<file path="src/dac_sync_pkg.sv">
// shared constants for the converter start-up and sync link
package dac_sync_pkg;
  // clock and timing
  localparam int CLK_PERIOD_NS   = 25;
  localparam int RESET_LOW_NS    = 25;
  localparam int RESET_LOW_CYC   = (RESET_LOW_NS + CLK_PERIOD_NS - 1) / CLK_PERIOD_NS;
  localparam int CLK_SETTLE_CYC  = 16;
  localparam int SYNC_PIN_CYC    = 2;
  localparam int SYNC_LAT_CYC    = 4;
  localparam int SYNC_WAIT_CYC   = 12;
  // link widths
  localparam int ADDR_W          = 5;
  localparam int DATA_W          = 8;
  localparam int SHADOW_N        = 8;
  // device register map
  localparam logic [4:0] DEV_STATUS   = 5'h00;
  localparam logic [4:0] SYNC_CTRL    = 5'h05;
  localparam logic [4:0] SHADOW_FIRST = 5'h06;
  localparam logic [4:0] SHADOW_LAST  = 5'h0D;
  localparam logic [4:0] SYNC_SEL_A   = 5'h16;
  localparam logic [4:0] SYNC_SEL_B   = 5'h17;
  // field positions and reset values
  localparam int SOFT_SYNC_BIT        = 0;
  localparam int STAT_SEEN_BIT        = 0;
  localparam int STAT_EXACT_BIT       = 1;
  localparam logic [7:0] SEL_A_RST    = 8'h00;
  localparam logic [7:0] SEL_B_RST    = 8'h15;
  localparam logic [7:0] SHADOW_RST   = 8'h00;
  // sync sources and clock modes
  localparam logic [1:0] SRC_GATE     = 2'h0;
  localparam logic [1:0] SRC_PIN      = 2'h1;
  localparam logic [1:0] SRC_SOFT     = 2'h2;
  localparam logic [1:0] MODE_EXT     = 2'h0;
  localparam logic [1:0] MODE_DUAL    = 2'h1;
  localparam logic [1:0] MODE_DSYNC   = 2'h2;
  // host register map
  localparam logic [3:0] HOST_CTRL    = 4'h0;
  localparam logic [3:0] HOST_STATUS  = 4'h1;
  localparam logic [3:0] HOST_CFG0    = 4'h2;
  localparam int HCTRL_START_BIT      = 0;
  localparam int PROG_N               = SHADOW_N + 2;
endpackage

</file>
<file path="src/dac_sync_if.sv">
// pins between the host controller and the converter control logic
`timescale 1ns/1ps
`default_nettype none
interface dac_sync_if;
  import dac_sync_pkg::*;
  logic              deviceResetLow;  // active-low device reset
  logic              transmitGatePin; // transmit gate, sync source
  logic              syncPin;         // dedicated sync input
  logic [ADDR_W-1:0] cfgAddr;
  logic [DATA_W-1:0] cfgWdata;
  logic              cfgWr;
  logic              cfgRd;
  logic [DATA_W-1:0] cfgRdata;        // valid the cycle after cfgRd
  modport device (input deviceResetLow, transmitGatePin, syncPin, cfgAddr, cfgWdata,
                  cfgWr, cfgRd, output cfgRdata);
  modport host (output deviceResetLow, transmitGatePin, syncPin, cfgAddr, cfgWdata,
                cfgWr, cfgRd, input cfgRdata);
endinterface
`default_nettype wire

</file>
<file path="src/dac_sync_device.sv">
// converter end: pin capture, config registers, shadow transfer on sync
`timescale 1ns/1ps
`default_nettype none
// What this block does
// - host holds reset low at least 25 ns
// - host order: reset, clock, program, sync, data
// - sync from gate pin, sync pin or software
// - shadowed registers go active only on sync
// - host syncs all converters at once
// - multi-converter sync uses a pin, not software
// - external and dual modes align within one cycle
// - dual synchronous mode has constant latency
module dac_sync_device
  import dac_sync_pkg::*;
#(
  parameter int SYNC_LAT = SYNC_LAT_CYC
) (
  // clock and reset
  input  wire logic                       clk,
  input  wire logic                       rstn,
  // link to host
  dac_sync_if.device                      link,
  // active configuration and sync status
  output logic [SHADOW_N*DATA_W-1:0]      activeCfg,
  output logic                            syncEvent,
  output logic                            exactAlign
);
  import dac_sync_pkg::*;

  typedef enum logic [2:0] {
    S_IDLE  = 3'b001,
    S_ALIGN = 3'b010,
    S_LAT   = 3'b100
  } xfer_e;

  function automatic logic isShadow(input logic [ADDR_W-1:0] a);
    return (a >= SHADOW_FIRST) && (a <= SHADOW_LAST);
  endfunction

  function automatic logic [2:0] shadowIdx(input logic [ADDR_W-1:0] a);
    logic [ADDR_W-1:0] d;
    d = a - SHADOW_FIRST;
    return d[2:0];
  endfunction

  //////////////////////////////////////////////////////////////////////////
  // pin capture: two flops, then edge detection on the second stage
  logic [2:0] pinMeta_q, pinMeta_d;
  logic [2:0] pinSync_q, pinSync_d;
  logic [2:0] pinPrev_q, pinPrev_d;
  logic       devReset;
  logic       gateRise;
  logic       syncRise;

  always_comb begin
    pinMeta_d = {link.deviceResetLow, link.transmitGatePin, link.syncPin};
    pinSync_d = pinMeta_q;
    pinPrev_d = pinSync_q;
  end

  always_ff @(posedge clk or negedge rstn) begin
    if (!rstn) begin
      pinMeta_q <= 3'h4; // idle levels: pin reset high, gate and sync low
      pinSync_q <= 3'h4;
      pinPrev_q <= 3'h4;
    end else begin
      pinMeta_q <= pinMeta_d;
      pinSync_q <= pinSync_d;
      pinPrev_q <= pinPrev_d;
    end
  end

  // pin reset takes effect on its synchronised level; width is host's job
  assign devReset = !pinSync_q[2];
  assign gateRise = pinSync_q[1] && !pinPrev_q[1];
  assign syncRise = pinSync_q[0] && !pinPrev_q[0];

  //////////////////////////////////////////////////////////////////////////
  // configuration registers written over the link
  logic [DATA_W-1:0] selA_q, selA_d;
  logic [DATA_W-1:0] selB_q, selB_d;
  logic              softSync_q, softSync_d;
  logic [DATA_W-1:0] shadow_q [SHADOW_N];
  logic [DATA_W-1:0] shadow_d [SHADOW_N];
  logic              seen_q, seen_d;
  logic [DATA_W-1:0] rdata_q, rdata_d;
  logic              doXfer;
  logic [1:0]        clkMode;

  assign clkMode = selB_q[1:0];

  always_comb begin
    selA_d     = selA_q;
    selB_d     = selB_q;
    softSync_d = 1'b0; // software sync bit clears itself
    seen_d     = seen_q || doXfer;
    rdata_d    = 8'h00;
    for (int i = 0; i < SHADOW_N; i++) begin
      shadow_d[i] = shadow_q[i];
    end
    if (link.cfgWr) begin
      unique case (1'b1)
        link.cfgAddr == SYNC_SEL_A: selA_d = link.cfgWdata;
        link.cfgAddr == SYNC_SEL_B: selB_d = link.cfgWdata;
        link.cfgAddr == SYNC_CTRL:  softSync_d = link.cfgWdata[SOFT_SYNC_BIT];
        isShadow(link.cfgAddr):     shadow_d[shadowIdx(link.cfgAddr)] = link.cfgWdata;
        default: ;
      endcase
    end
    if (link.cfgRd) begin
      if (link.cfgAddr == DEV_STATUS) begin
        rdata_d[STAT_SEEN_BIT]  = seen_q;
        rdata_d[STAT_EXACT_BIT] = (clkMode == MODE_DSYNC);
        rdata_d[3:2]            = clkMode;
      end else if (link.cfgAddr == SYNC_SEL_A) begin
        rdata_d = selA_q;
      end else if (link.cfgAddr == SYNC_SEL_B) begin
        rdata_d = selB_q;
      end else if (isShadow(link.cfgAddr)) begin
        rdata_d = shadow_q[shadowIdx(link.cfgAddr)];
      end
    end
    if (devReset) begin
      selA_d     = SEL_A_RST;
      selB_d     = SEL_B_RST;
      softSync_d = 1'b0;
      seen_d     = 1'b0;
      for (int i = 0; i < SHADOW_N; i++) begin
        shadow_d[i] = SHADOW_RST;
      end
    end
  end

  always_ff @(posedge clk or negedge rstn) begin
    if (!rstn) begin
      selA_q     <= SEL_A_RST;
      selB_q     <= SEL_B_RST;
      softSync_q <= 1'b0;
      seen_q     <= 1'b0;
      rdata_q    <= 8'h00;
      for (int i = 0; i < SHADOW_N; i++) begin
        shadow_q[i] <= SHADOW_RST;
      end
    end else begin
      selA_q     <= selA_d;
      selB_q     <= selB_d;
      softSync_q <= softSync_d;
      seen_q     <= seen_d;
      rdata_q    <= rdata_d;
      for (int i = 0; i < SHADOW_N; i++) begin
        shadow_q[i] <= shadow_d[i];
      end
    end
  end

  assign link.cfgRdata = rdata_q;

  //////////////////////////////////////////////////////////////////////////
  // sync source select and transfer timing
  xfer_e             state_q, state_d;
  logic [3:0]        latCnt_q, latCnt_d;
  logic              phase_q, phase_d;
  logic              rawEvt;
  logic [SHADOW_N*DATA_W-1:0] active_q, active_d;
  logic              syncEvent_q, syncEvent_d;
  logic              exact_q, exact_d;

  // one selected source; an unused code never syncs
  always_comb begin
    unique case (selA_q[1:0])
      SRC_GATE: rawEvt = gateRise;
      SRC_PIN:  rawEvt = syncRise;
      SRC_SOFT: rawEvt = softSync_q;
      default:  rawEvt = 1'b0;
    endcase
  end

  // free-running fifo read phase; non-synchronous modes wait for it
  always_comb begin
    state_d     = state_q;
    latCnt_d    = latCnt_q;
    phase_d     = !phase_q;
    active_d    = active_q;
    syncEvent_d = 1'b0;
    doXfer      = 1'b0;
    exact_d     = (clkMode == MODE_DSYNC);
    unique case (state_q)
      S_IDLE: begin
        latCnt_d = 4'h0;
        // one event per transfer; further events while busy are dropped
        if (rawEvt) begin
          if (clkMode == MODE_DSYNC) begin
            state_d = S_LAT;
          end else begin
            state_d = S_ALIGN;
          end
        end
      end
      S_ALIGN: begin
        if (phase_q) begin
          state_d = S_LAT;
        end
      end
      S_LAT: begin
        latCnt_d = latCnt_q + 4'h1;
        if (latCnt_q == 4'(SYNC_LAT - 1)) begin
          state_d     = S_IDLE;
          doXfer      = 1'b1;
          syncEvent_d = 1'b1;
          for (int i = 0; i < SHADOW_N; i++) begin
            active_d[i*DATA_W +: DATA_W] = shadow_q[i];
          end
        end
      end
      default: state_d = S_IDLE;
    endcase
    if (devReset) begin
      state_d     = S_IDLE;
      latCnt_d    = 4'h0;
      syncEvent_d = 1'b0;
      doXfer      = 1'b0;
      active_d    = '0;
    end
  end

  always_ff @(posedge clk or negedge rstn) begin
    if (!rstn) begin
      state_q     <= S_IDLE;
      latCnt_q    <= 4'h0;
      phase_q     <= 1'b0;
      active_q    <= '0;
      syncEvent_q <= 1'b0;
      exact_q     <= 1'b0;
    end else begin
      state_q     <= state_d;
      latCnt_q    <= latCnt_d;
      phase_q     <= phase_d;
      active_q    <= active_d;
      syncEvent_q <= syncEvent_d;
      exact_q     <= exact_d;
    end
  end

  assign activeCfg  = active_q;
  assign syncEvent  = syncEvent_q;
  assign exactAlign = exact_q;
endmodule
`default_nettype wire

</file>
<file path="src/flat_wrapper.sv">
// flat-port wrapper written by rule: the top's interface ports become plain ports
module dac_sync_device_flat import dac_sync_pkg::*;
#(
  parameter int SYNC_LAT = SYNC_LAT_CYC
)
  (clk, rstn, activeCfg, syncEvent, exactAlign, link_deviceResetLow, link_transmitGatePin, link_syncPin, link_cfgAddr, link_cfgWdata, link_cfgWr, link_cfgRd, link_cfgRdata);
  dac_sync_if link_i ();
  input  wire logic clk;
  input  wire logic rstn;
  output logic [SHADOW_N*DATA_W-1:0] activeCfg;
  output logic syncEvent;
  output logic exactAlign;
  input wire logic [$bits(link_i.deviceResetLow)-1:0] link_deviceResetLow;
  input wire logic [$bits(link_i.transmitGatePin)-1:0] link_transmitGatePin;
  input wire logic [$bits(link_i.syncPin)-1:0] link_syncPin;
  input wire logic [$bits(link_i.cfgAddr)-1:0] link_cfgAddr;
  input wire logic [$bits(link_i.cfgWdata)-1:0] link_cfgWdata;
  input wire logic [$bits(link_i.cfgWr)-1:0] link_cfgWr;
  input wire logic [$bits(link_i.cfgRd)-1:0] link_cfgRd;
  output wire logic [$bits(link_i.cfgRdata)-1:0] link_cfgRdata;
  assign link_i.deviceResetLow = link_deviceResetLow;
  assign link_i.transmitGatePin = link_transmitGatePin;
  assign link_i.syncPin = link_syncPin;
  assign link_i.cfgAddr = link_cfgAddr;
  assign link_i.cfgWdata = link_cfgWdata;
  assign link_i.cfgWr = link_cfgWr;
  assign link_i.cfgRd = link_cfgRd;
  assign link_cfgRdata = link_i.cfgRdata;
  dac_sync_device #(.SYNC_LAT(SYNC_LAT)) u_core (.clk(clk), .rstn(rstn), .link(link_i), .activeCfg(activeCfg), .syncEvent(syncEvent), .exactAlign(exactAlign));
endmodule
</file>
<file path="config.mk">
export PLATFORM = sky130hd
export DESIGN_NAME = dac_sync_device_flat
export DESIGN_NICKNAME = d
export VERILOG_FILES = /design/src/dac_sync_pkg.sv /design/src/dac_sync_if.sv /design/src/dac_sync_device.sv /design/src/flat_wrapper.sv
export SDC_FILE = /design/constraint.sdc
export NUM_CORES = 1
export LEC_CHECK = 0
export ABC_AREA = 1
export CAP_MARGIN = 20
export CORE_ASPECT_RATIO = 1.25
export CORE_MARGIN = 3
export CORE_UTILIZATION = 45
export DETAILED_ROUTE_END_ITERATION = 16
export DONT_BUFFER_PORTS = 1
export GPL_TIMING_DRIVEN = 0
export MAX_ROUTING_LAYER = met4
export PLACE_DENSITY = 0.62
export SLEW_MARGIN = 30
export SYNTH_ARGS = -nofsm -noshare
export SYNTH_HDL_FRONTEND = slang
export SYNTH_SLANG_ARGS = --single-unit
export TNS_END_PERCENT = 1
</file>
<file path="constraint.sdc">
create_clock -name clk -period 1.9 [get_ports clk]
set_clock_uncertainty 0.15 [all_clocks]
set_input_delay 0.57 -clock clk [delete_from_list [all_inputs] [get_ports clk]]
set_output_delay 0.57 -clock clk [all_outputs]
set_load 0.005 [all_outputs]
</file>
* Yosys cells after proc, flatten, opt, wreduce, memory -nomap -nowiden *
Index checks and enable logic that the tools add are counted.

storage, ports and cells
  output and inout bits = 74
  logic and storage cells = 104
  bits in read-only memories = 0
  memories = 0
  input port bits = 20
  bits in latches = 0
  flip-flop bits (word level) = 172
  RAM bits = 0

operators by class
  eq/ne operators = 20
  multiplexer cells = 40
  magnitude comparators = 4
  bitwise gates (word level) = 1
  shift operators = 0
  reduce and logical (&&, ||, !) cells = 15
  $mul = 0
  $add $sub $neg = 2
  divide/modulo/power cells = 0

operators by type and width
  cell                   count
  $mux W64               6
  $mux W8                13
  $bwmux W64             1
  $bmux W8 S3            1
  $demux W8 S3           1
  $mux W3                5
  $mux W4                3
  $ne A2 B2 Y1 const B   6
  $ne A3 B3 Y1 const B   4
  $eq A5 B5 Y1 const B   2
  $pmux W3 S3            1
  $pmux W4 S2            1
  $reduce_and A2 Y1      4
  $mux W1                7
  $eq A5 B3 Y1 const B   1
  $ge A5 B3 Y1 const B   1
  $le A5 B4 Y1 const B   1
  $logic_not A5 Y1       1
  $add A4 B1 Y4 const B  1
  $eq A2 B2 Y1 const B   2
  $eq A4 B2 Y1 const B   1
  $ge A4 B4 Y1 const B   1
  $logic_and A1 B1 Y1    4
  $lt A4 B1 Y1 const B   1
  other kinds (11)       13

* Longest topological paths before layout *
Gate-level depths: netlist of run 1.

  depth in word-level cells = 10
  mapped depth = 13
  gate-level depth less buffers = 12

* Least setup slack after synthesis of run 1 *
Ideal clock, no wire load.

  path kind = input-to-reg
  start point = input port link_cfgAddr[1]
  end point = register u_core.shadow_q[37] (netlist name)
  library setup time = 0.128 ns
  stages on the path = 12
  arrival time = 1.812 ns
  data required time = 1.622 ns
  path buffers = 2
  path slack = -0.190 ns
  cells stage by stage = inv_2 > buf_6 > ha_1 > nand2_1 > nand2_1 > nand2_1 > nor2_4 > nor2_8 > buf_6 > nand3b_4 > nand2_4 > o22ai_1

between the ends
  cells in the longest elaborated chain, start to end = 10
  elaborated cells between the ends (all ways) = 16
  those cells by class = add/sub: 1; order compare: 4; eq/ne: 1; mux: 6; bitwise: 1; reduce/logical: 3

ends and longest elaborated chain
  what                                                                       RTL line                RTL
  start, declared                                                            flat_wrapper.sv:16      input wire logic [$bits(link_i.cfgAddr)-1:0] link_cfgAddr;
  $sub A3 B3 Y3                                                              dac_sync_device.sv:42   d = a - SHADOW_FIRST;
  $not A3 Y4 (implied by the code)                                           dac_sync_device.sv:106  isShadow(link.cfgAddr): shadow_d[shadowIdx(link.cfgAddr)] = link.cfgWdata;
  $ge A4 B4 Y1 (implied by the code) / $lt A4 B1 Y1 (equally long branches)  dac_sync_device.sv:106
  $logic_and A1 B1 Y1 (implied by the code)                                  dac_sync_device.sv:106
  $mux W8 (implied by the code)                                              dac_sync_device.sv:106
  $demux W8 S3                                                               dac_sync_device.sv:106
  $bwmux W64                                                                 dac_sync_device.sv:106
  $mux W64                                                                   dac_sync_device.sv:102  unique case (1'b1)
  $mux W64                                                                   dac_sync_device.sv:101  if (link.cfgWr) begin
  $mux W64                                                                   dac_sync_device.sv:123  if (devReset) begin
  end signal, assigned by index                                              dac_sync_device.sv:151  shadow_q[i] <= shadow_d[i];
  end, declared                                                              dac_sync_device.sv:83   logic [DATA_W-1:0] shadow_q [SHADOW_N];

Parallel ways exist; a longest one is shown, timed or not. The select of a mux whose other input is x is not followed.
A chain may end at the register's enable or synchronous reset.

* Worst setup path after layout of run 1 *
  start point = register u_core.latCnt_q[0]
  end point = register u_core.active_q[39], in the netlist u_core.activeCfg[39]

between the ends
  cells in the longest elaborated chain, start to end = 3

ends and longest elaborated chain
  what                                RTL line                RTL
  start, declared                     dac_sync_device.sv:161  logic [3:0] latCnt_q, latCnt_d;
  start signal, assigned              dac_sync_device.sv:236  latCnt_q <= latCnt_d;
  $eq A4 B2 Y1                        dac_sync_device.sv:206  if (latCnt_q == 4'(SYNC_LAT - 1)) begin
  $ne A2 B2 Y1 (no source line)       -
  $reduce_and A2 Y1 (no source line)  -
  end signal, assigned                dac_sync_device.sv:238  active_q <= active_d;
  end, declared                       dac_sync_device.sv:164  logic [SHADOW_N*DATA_W-1:0] active_q, active_d;

No other way between the ends.

==> run_results.csv, run 1 <==
group,metric,value,unit
sta,post-route-min-period,1910,ps
synth,synthTopCellsByCount,"nand2_1 (270), dfrtp_1 (166), nand3_1 (90)",
setup_path,path_cells,"ha_2, nand2_2, nor2_4, nand2_2, nor2_4, clkinvlp_4, buf_12, buf_4, o21ai_2",
global_routing,grt_use_total,25.4,%
power_and_ir_drop,power.switching,2.00,mW
place,dpl_cell_area,0.00789,mm^2
synth,syn_area_per_cell,8.83,um^2
global_routing,grt_pass1_vias,5879,
place,port_buffers,0,
sta,slew_viol_final,0,
global_routing,grt_max_degree,173,
routing,first_pass_iters,5,
sta,maxSlewHeadroom,63.9,%
place,gp_congestion,0.942,
synth,syn_area,0.00758,mm^2
die,die-area,0.0184,mm^2
routing,ant_nets,0,
global_routing,grt_overflow,0,
layout,fin_nets,914,
setup_path,ff2ff_path_depth,9,
die,die_h,151,um
power_and_ir_drop,swShare,25.3,%
synth,yosysSeqAreaShare,56.9,%
power_and_ir_drop,total_power,7.92,mW
global_routing,antenna_found_initial,0,
synth,synth_top_area_share,54.8,%
clock_network,cts_made_buffers,17,
synth,synth.area.top_cells,"dfrtp_1 (55%), nand2_1 (13%), nand3_1 (5.9%)",
clock_network,path_clk_slew,70,ps
setup_path,worstSetupPathType,"reg -> reg",
routing,viasPerCell,5.51,
sta,setup_violations,2,
sta,setup_slack,-8.46,ps
clock_network,cts.sinks,172,
routing,wl_per_cell,19.7,um
layout,diodes,0,
layout,areaGrowthSynthToFinish,16.4,%
sta,fin_crit_sh,100,%
power_and_ir_drop,p_clk_share,44.5,%
die,dieWidth,122,um
sta,timing.fmax,524,MHz
clock_network,clock_latency,430,ps
synth,synth_nets,884,
synth,synth_edf_count,0,
layout,drive_gt1_share,17.5,%
die,start_util,46.4,%
place,hpwl,15400,um
setup_path,cp_max_fo,9,
clock_network,cts_buffer_depth,2,
synth,ys.flop_type,"dfrtp_1",
routing,post-route-drc-count,0,
synth,synth_area_leader_cell,"dfrtp_1",
routing,drt-initial-drc-count,621,
synth,yosysMostFrequentCell,"nand2_1",
clock_network,cts_tree,"done",
synth,synthArstFlopShare,100,%
power_and_ir_drop,pwr-share-seq,47.8,%
setup_path,crit_slowest_cell,"dfrtp_1",
sta,tightest_slew,540,ps
routing,wirelength,22100,um
setup_path,cp-start-kind,"flip-flop",
setup_path,required,2110,ps
power_and_ir_drop,power.leakage,4.39,nW
layout,stdcell_area,0.00882,mm^2
run_status,violations,"negative hold slack, negative setup slack",
job,max-cap-violations,0,
synth,yosysUniqueCellTypes,29,
synth,synth_cells,859,
clock_network,cts_max_level,4,
sta,rsz0062_at_grt,"true",
power_and_ir_drop,irDropWorstVdd,0.601,mV
power_and_ir_drop,pwr-share-comb,7.7,%
synth,ys_ff_latch,172,
setup_path,endpoint_kind,"flip-flop",
die,rows,52,
global_routing,grt_pass1_wl,33800,um
die,coreArea,0.0163,mm^2
synth,ys.warnings.count,0,
power_and_ir_drop,internal_power,5.91,mW
setup_path,cpPeakStageDelay,390,ps
sta,hold_viol,172,
clock_network,cts_root_buffer,"clkbuf_16",
setup_path,arrival,2120,ps
power_and_ir_drop,power_density,897,mW/mm^2
min_path,hp-class,"in -> async",
routing,dr_total_vias,6163,
sta,holdWs,-323,ps
die,pin_count,94,
run_status,outcome,"finished with violations",
-- timing repair --
item	in CTS	in global routing
endpoints found under the setup margin	102	111
buffers inserted	0	6
endpoints found under the hold margin	174	173
hold buffers	2	1
gates resized for setup	16	146
cloned	0	3
pin swaps	0	4
-- worst max-delay path: cells and delay by family, from the launching register on --
family | cells | cell delay [ps]
AOI/OAI and AO/OA | 1 | 120
adders and majority gates | 1 | 210
buffers and inverters | 3 | 460
DFF | 1 | 390
and+or+nand+nor | 4 | 490
-- through the flow --
stage	worst slack (ps)	util (%)	std cells	TNS [ps]
5_1_grt	-102	54.0	1118	-3220
3_5_place_dp	-476	48.3	1075	-46580
4_1_cts	-134	52.2	1109	-4140
2_1_floorplan	-90.5	-	859	-2770
6_report	-8.46	54.0	1118	-12.5
3_3_place_gp	-495	48.3	1075	-46300
-- sequential cells by signal, summed over array words and instances (netlist names) --
| register | count |
|---|---|
| u_core.activeCfg | 64 |
| u_core.shadow_q | 64 |
| u_core.link.cfgRdata | 8 |
| u_core.selA_q | 8 |
| u_core.selB_q | 8 |
| u_core.latCnt_q | 4 |
| u_core.pinMeta_q | 3 |
| u_core.pinPrev_d | 3 |
| u_core.state_q | 3 |
| u_core.pinPrev_q | 2 |
| u_core.exactAlign | 1 |
| u_core.phase_q | 1 |
| u_core.seen_q | 1 |
| u_core.softSync_q | 1 |
| u_core.syncEvent | 1 |
-- layer usage --
metal | wire (um) | track usage, % | up-vias | share of wire [%]
met1 | 9210 | 33.6 | 2997 | 42
met3 | 1840 | 6.76 | 48 | 8.3
met5 | 0 | - | - | 0
met4 | 695 | 9.64 | 0 | 3.1
met2 | 10300 | 37.8 | 239 | 47
li1 | - | - | 2879 | -
-- final timing paths --
check | start | end | slack [ps]
max in group asynchronous | rstn | u_core.shadow_q[11] | 1560
min in group clk | link_cfgRd | u_core.link.cfgRdata[2] | 120
min | rstn | u_core.shadow_q[3] | -320
max reg2reg | u_core.latCnt_q[0] | u_core.activeCfg[39] | -8
min reg2reg | u_core.pinMeta_q[0] | u_core.pinPrev_d[0] | 200
max | u_core.latCnt_q[0] | u_core.activeCfg[39] | -8
-- layout by cell type, fill, tap and decap left out, types with 2 or more instances in the layout --
cell / Yosys / final
nand2_1: 270 / 264
dfrtp_1: 166 / 166
nand3_1: 90 / 90
inv_1: 85 / 80
o22ai_1: 46 / 46
o21ai_2: 0 / 34
o21ai_0: 78 / 26
o21ai_1: 7 / 25
a21oi_1: 18 / 18
clkbuf_16: 0 / 17
nor2_1: 16 / 15
buf_2: 10 / 12
nor2_4: 8 / 10
nand2_2: 3 / 9
buf_4: 0 / 8
clkbuf_4: 0 / 7
clkbuf_2: 0 / 7
buf_6: 2 / 6
inv_2: 4 / 6
inv_6: 0 / 6
dfstp_2: 6 / 6
nor2_8: 5 / 5
clkinvlp_4: 0 / 4
nand2_4: 3 / 3
ha_1: 5 / 3
dlygate4sd3_1: 0 / 3
nand3b_4: 2 / 2
nand3b_2: 2 / 2
clkbuf_1: 17 / 2
nor3_1: 2 / 2
clkinv_4: 0 / 2
bufinv_16: 0 / 2
clkinv_2: 0 / 2
-- cell type report --
type                       count  area [um^2]
inverter                      89          354
clock buffer                  18          439
tap                          216          270
fill                        1505         7510
sequential                   172         4310
buffer                        35          238
clock inverter                14          155
timing repair buffer          12          110
multi-input combinational    562         2940
-- cell families after synthesis --
family / count (synthesis) / synth area share (%)
compound gates: 151 / 10.8
flops: 172 / 56.9
simple gates: 404 / 24.7
xor+xnor: 2 / 0.231
buf+inv: 125 / 6.55
fa+ha+maj: 5 / 0.825
-- power groups by stage --
stage | Clock, mW | Sequential (mW) | Combinational, mW
2_1_floorplan | 0 | 3.84 | 0.425
3_3_place_gp | 0 | 3.85 | 0.579
3_5_place_dp | 0 | 3.85 | 0.583
4_1_cts | 3.57 | 3.79 | 0.594
5_1_grt | 3.71 | 3.79 | 0.676
6_report | 3.52 | 3.79 | 0.610
Power figures use the tool's default switching activity.
==> run 2, diff against run 1 <==
--- a/config.mk
+++ b/config.mk
@@ -14,7 +14,7 @@
 export DONT_BUFFER_PORTS = 1
 export GPL_TIMING_DRIVEN = 0
 export MAX_ROUTING_LAYER = met4
-export PLACE_DENSITY = 0.62
+export PLACE_DENSITY = 0.68
 export SLEW_MARGIN = 30
 export SYNTH_ARGS = -nofsm -noshare
 export SYNTH_HDL_FRONTEND = slang
==> run_results.csv, run 2 (synthesized netlist as in run 1, its figures left out) <==
group,metric,value,unit
run_status,outcome,"finished with violations",
run_status,violations,"negative hold slack",
setup_path,cpPeakStageDelay,540,ps
global_routing,antenna_found_initial,0,
sta,tightest_slew,539,ps
place,gp_congestion,0.952,
clock_network,ctsHoldBuffers,1,
layout,drive_gt1_share,12.5,%
power_and_ir_drop,p_clk_share,46.7,%
sta,rsz0062_at_grt,"true",
power_and_ir_drop,pwr-share-seq,45.8,%
sta,fin_crit_sh,98.7,%
sta,hold_viol,168,
power_and_ir_drop,power.switching,1.96,mW
layout,final_common_cell,"nand2_1",
sta,post-route-min-period,1880,ps
power_and_ir_drop,pwr-share-comb,7.4,%
routing,wirelength,21800,um
power_and_ir_drop,power.leakage,4.29,nW
sta,setup_violations,0,
clock_network,cts_tree,"done",
setup_path,cp-start-kind,"flip-flop",
clock_network,cts_made_buffers,17,
global_routing,grt_pass1_vias,6011,
setup_path,cp_max_fo,10,
die,start_util,46.4,%
setup_path,path_cells,"buf_2, nand2_1, inv_2, nand2_1, o21ai_0",
die,die_h,151,um
global_routing,grt_max_degree,173,
global_routing,grt_overflow,0,
sta,slew_viol_final,0,
power_and_ir_drop,internal_power,6.30,mW
die,dieWidth,122,um
routing,viasPerCell,5.48,
setup_path,required,2100,ps
power_and_ir_drop,irDropWorstVdd,0.623,mV
layout,areaGrowthSynthToFinish,13.7,%
global_routing,grt_pass1_wl,33900,um
power_and_ir_drop,power_density,959,mW/mm^2
layout,mostFrequentLayoutCells,"nand2_1 (267), dfrtp_1 (166), nand3_1 (89)",
layout,fillers,1461,
sta,fin_setup_tns,0,ps
routing,first_pass_iters,5,
clock_network,cts.sinks,172,
setup_path,endpoint_kind,"flip-flop",
min_path,hp-class,"in -> async",
job,max-cap-violations,0,
routing,post-route-drc-count,0,
clock_network,cts_root_buffer,"clkbuf_16",
layout,fin_util,52.8,%
die,rows,52,
setup_path,crit_slowest_cell,"dfstp_2",
setup_path,arrival,2070,ps
routing,dr_total_vias,6076,
routing,drt-initial-drc-count,532,
routing,wl_per_cell,19.7,um
sta,maxSlewHeadroom,64.0,%
setup_path,worst_path_most_repeated_cell,"nand2_1",
routing,ant_nets,0,
clock_network,path_clk_slew,60,ps
place,place_inst,1075,
clock_network,cts_max_level,4,
sta,holdWs,-319,ps
die,die-area,0.0184,mm^2
setup_path,worstSetupPathType,"reg -> reg",
sta,timing.fmax,533,MHz
clock_network,clock_latency,430,ps
die,pin_count,94,
place,port_buffers,0,
layout,fin_nets,905,
power_and_ir_drop,swShare,23.8,%
clock_network,cts_buffer_depth,2,
place,hpwl,15300,um
layout,fin_cells,1109,
global_routing,grt_use_total,25.3,%
die,coreArea,0.0163,mm^2
layout,diodes,0,
-- run 2: cell type report --
| type | instances | area [um^2] | share of cell area [%] |
|---|---|---|---|
| Buffer | 36 | 205 | 2.38 |
| Clock buffer | 19 | 443 | 5.14 |
| Clock inverter | 13 | 213 | 2.47 |
| Inverter | 89 | 350 | 4.07 |
| Multi-Input combinational cell | 562 | 2810 | 32.6 |
| Sequential cell | 172 | 4310 | 50.0 |
| Tap cell | 216 | 270 | 3.14 |
| Timing Repair Buffer | 2 | 17.5 | 0.203 |
-- run 2: routing by layer --
| metal | vias up | wire [um] | global-route usage (%) |
|---|---|---|---|
| met5 | - | 0 | - |
| li1 | 2840 | - | - |
| met2 | 223 | 10300 | 37.8 |
| met3 | 39 | 1720 | 6.39 |
| met4 | 0 | 758 | 11.4 |
| met1 | 2974 | 9030 | 32.8 |
-- run 2: critical path, delay by kind of cell (launching register included) --
kind	cells	cell delay (ps)
simple gates	2	460
flops	1	540
compound gates	1	90
buf+inv	2	550
-- run 2: what timing repair did --
item                                   in CTS  in global routing
setup endpoints to repair                 113                 65
endpoints found under the hold margin     173                172
gates resized for setup                    25                 37
setup buffers                               0                  1
pin swaps                                   0                  1
-- run 2: through the flow --
step,cell area (um^2),worst slack [ps],total power [mW]
after detailed placement,7890,-584,4.44
final,8620,24.7,8.26
after global placement,7890,-598,4.43
after floorplan,7610,-90.5,4.27
after global routing,8620,-89.9,8.52
after CTS,8590,-35.8,8.28
-- run 2: power by group through the flow --
stage / clock network (mW) / registers [mW] / logic (mW)
after detailed placement: 0 / 3.86 / 0.584
after global placement: 0 / 3.85 / 0.573
after floorplan: 0 / 3.84 / 0.425
after global routing: 4.06 / 3.79 / 0.674
final: 3.86 / 3.79 / 0.613
after CTS: 3.90 / 3.79 / 0.598
-- run 2: path summary, 6_finish.rpt --
path	start	end	slack [ps]	cells past startpoint
min in group clk	link_transmitGatePin	u_core.pinMeta_q[1]	10	0
worst min-delay path	rstn	u_core.phase_q	-320	0
worst max register to register	u_core.pinPrev_d[2]	u_core.selA_q[0]	20	5
worst min register to register	u_core.pinMeta_q[1]	u_core.pinPrev_d[1]	200	0
worst max-delay path	u_core.pinPrev_d[2]	u_core.selA_q[0]	20	5
max in group asynchronous	rstn	u_core.selB_q[0]	1480	0
==> run 3, diff against run 2 <==
--- a/config.mk
+++ b/config.mk
@@ -5,7 +5,7 @@
 export SDC_FILE = /design/constraint.sdc
 export NUM_CORES = 1
 export LEC_CHECK = 0
-export ABC_AREA = 1
+export ABC_AREA = 0
 export CAP_MARGIN = 20
 export CORE_ASPECT_RATIO = 1.25
 export CORE_MARGIN = 3
==> run_results.csv, run 3 <==
group,metric,value,unit
setup_path,crit_buf_inv,2,
power_and_ir_drop,total_power,7.51,mW
synth,yosysUniqueCellTypes,60,
die,coreArea,0.0182,mm^2
job,max-cap-violations,0,
sta,timing.fmax,486,MHz
sta,fin_crit_sh,108,%
sta,rsz0062_at_grt,"true",
synth,ys.warnings.count,0,
synth,yosysSeqAreaShare,51.7,%
die,die_h,158,um
routing,highest_layer,"met4",
global_routing,grt_overflow,0,
setup_path,cpPeakStageDelay,370,ps
power_and_ir_drop,swShare,24.6,%
synth,ys.flop_type,"dfrtp_1",
clock_network,cts_buffer_depth,2,
sta,holdWs,-314,ps
die,dieWidth,128,um
run_status,outcome,"finished with violations",
setup_path,arrival,2220,ps
clock_network,path_clk_slew,70,ps
synth,syn_area_per_cell,10.3,um^2
synth,synth_cells,810,
min_path,hp-class,"in -> async",
place,hpwl,16300,um
routing,met1_length,9770,um
synth,synth_area_leader_cell,"dfrtp_1",
clock_network,cts_made_buffers,17,
global_routing,grt_use_total,24.5,%
setup_path,cp-start-kind,"flip-flop",
synth,ys_ff_latch,172,
power_and_ir_drop,power.switching,1.85,mW
synth,synth_edf_count,0,
die,pin_count,94,
synth,synthArstFlopShare,100,%
run_status,violations,"negative hold slack, negative setup slack",
sta,maxSlewHeadroom,42.5,%
setup_path,path_cells,"ha_2, nand2b_1, or3_4, or3_4, buf_12, buf_6, nand2_1, a21boi_1",
layout,fin_nets,860,
synth,syn_area,0.00834,mm^2
clock_network,ctsHoldBuffers,3,
layout,areaGrowthSynthToFinish,14.0,%
clock_network,cts.sinks,172,
synth,yosysMostFrequentCell,"dfrtp_1",
place,port_buffers,0,
setup_path,required,2070,ps
setup_path,crit_slowest_cell,"dfrtp_1",
layout,final_common_cell,"dfrtp_1",
layout,diodes,0,
setup_path,r2r-start,"u_core.latCnt_q[0]",
routing,viasPerCell,5.84,
synth,synth_top_area_share,49.8,%
sta,tightest_slew,862,ps
clock_network,clock_latency,430,ps
routing,ant_nets,0,
setup_path,cp_max_fo,10,
power_and_ir_drop,power.leakage,4.02,nW
synth,synth.area.top_cells,"dfrtp_1 (50%), nand2_1 (6.5%), a21boi_1 (5.7%)",
global_routing,grt_pass1_vias,6317,
power_and_ir_drop,p_clk_share,43.2,%
power_and_ir_drop,irDropWorstVdd,0.611,mV
die,rows,55,
clock_network,cts_root_buffer,"clkbuf_16",
layout,mostFrequentLayoutCells,"dfrtp_1 (165), nand2_1 (144), a21boi_1 (67)",
sta,slew_viol_final,0,
clock_network,cts_max_level,4,
setup_path,crit_family,"simple AND/OR/NAND/NOR gates",
sta,hold_viol,172,
die,die-area,0.0202,mm^2
setup_path,worstSetupPathType,"reg -> reg",
routing,wl_per_cell,21.6,um
power_and_ir_drop,internal_power,5.66,mW
sta,post-route-min-period,2060,ps
setup_path,endpoint_kind,"flip-flop",
power_and_ir_drop,pwr-share-comb,7.2,%
sta,setup_slack,-159,ps
power_and_ir_drop,power_density,789,mW/mm^2
sta,setup_violations,67,
routing,first_pass_iters,5,
routing,met2WireLength,11200,um
routing,dr_total_vias,6288,
clock_network,cts_tree,"done",
setup_path,worst_path_most_repeated_cell,"or3_4",
global_routing,antenna_found_initial,0,
global_routing,grt_max_degree,173,
die,start_util,45.9,%
power_and_ir_drop,pwr-share-seq,49.6,%
setup_path,cp-startpoint,"u_core.latCnt_q[0]",
global_routing,grt_pass1_wl,36400,um
synth,synthTopCellsByCount,"dfrtp_1 (166), nand2_1 (144), a21boi_1 (63)",
routing,drt-initial-drc-count,437,
routing,wl_met3,1520,um
layout,drive_gt1_share,14.7,%
routing,post-route-drc-count,0,
routing,wirelength,23200,um
synth,synth_nets,835,
place,gp_congestion,0.967,
## run 3: cell types whose count changed in the layout (fill, tap and decap cells not counted), sizes merged, moves of 9 or more
cell and change:
and2 +9, nor2b +44, a21oi -12, nand3 -47, nand2 -133, nor2 -20
inv -75, a21boi +107, clkbuf +29, nand2b +9, o22ai -39, mux2i +45
o21ai -36
## run 3: per-layer routing
layer	up-vias	track usage, %
met5	-	-
met4	0	10.5
met1	3173	30.2
met3	43	6.88
li1	2865	-
met2	207	37.9
## run 3: worst paths after layout
kind	to	slack, ps	cells past startpoint
setup / recovery	u_core.activeCfg[58]	-160	8
max in group asynchronous	u_core.selB_q[4]	1640	0
hold / removal	u_core.activeCfg[16]	-310	0
min in group clk	u_core.link.cfgRdata[5]	150	2
hold reg to reg	u_core.pinPrev_d[1]	200	0
setup reg to reg	u_core.activeCfg[58]	-160	8
## run 3: final cells by class
type | count | area (um^2)
fill | 1670 | 8660
sequential | 172 | 4310
multi-input combinational | 559 | 3820
clock buffer | 21 | 460
buffer | 64 | 428
tap | 228 | 285
clock inverter | 11 | 86.3
timing repair buffer | 7 | 63.8
inverter | 14 | 56.3
## run 3: stage by stage
step                      utilization [%]  area (um^2)  setup slack [ps]  TNS, ps  instances
final                                52.3         9510              -159    -7940       1076
after global routing                 52.3         9510              -247   -13840       1076
after CTS                            51.8         9420              -170    -7990       1075
after detailed placement             47.9         8690              -740   -61350       1038
after global placement               47.9         8690              -674   -56490       1038
after floorplan                         -         8410              -227   -12390        810
## run 3: logic make-up (layout without fill, tap and decap cells)
family | count (synthesis) | in the layout | share of synthesized area (%)
simple gates | 290 | 290 | 16.8
compound gates | 203 | 203 | 17.7
flops | 172 | 172 | 51.7
fa+ha+maj | 5 | 5 | 0.750
buf+inv | 79 | 117 | 4.40
mux | 61 | 61 | 8.64
## run 3: timing repair
action	CTS	global route
setup endpoints to repair	130	113
setup buffers	3	1
pin swaps	1	2
gates resized for setup	36	28
endpoints found under the hold margin	175	172
## run 3: power groups by stage
| stage | Sequential, mW | Combinational [mW] | Clock (mW) |
|---|---|---|---|
| after floorplan | 3.78 | 0.350 | 0 |
| after global placement | 3.79 | 0.495 | 0 |
| after detailed placement | 3.79 | 0.497 | 0 |
| after CTS | 3.72 | 0.525 | 3.29 |
| after global routing | 3.72 | 0.572 | 3.43 |
| final | 3.72 | 0.541 | 3.24 |
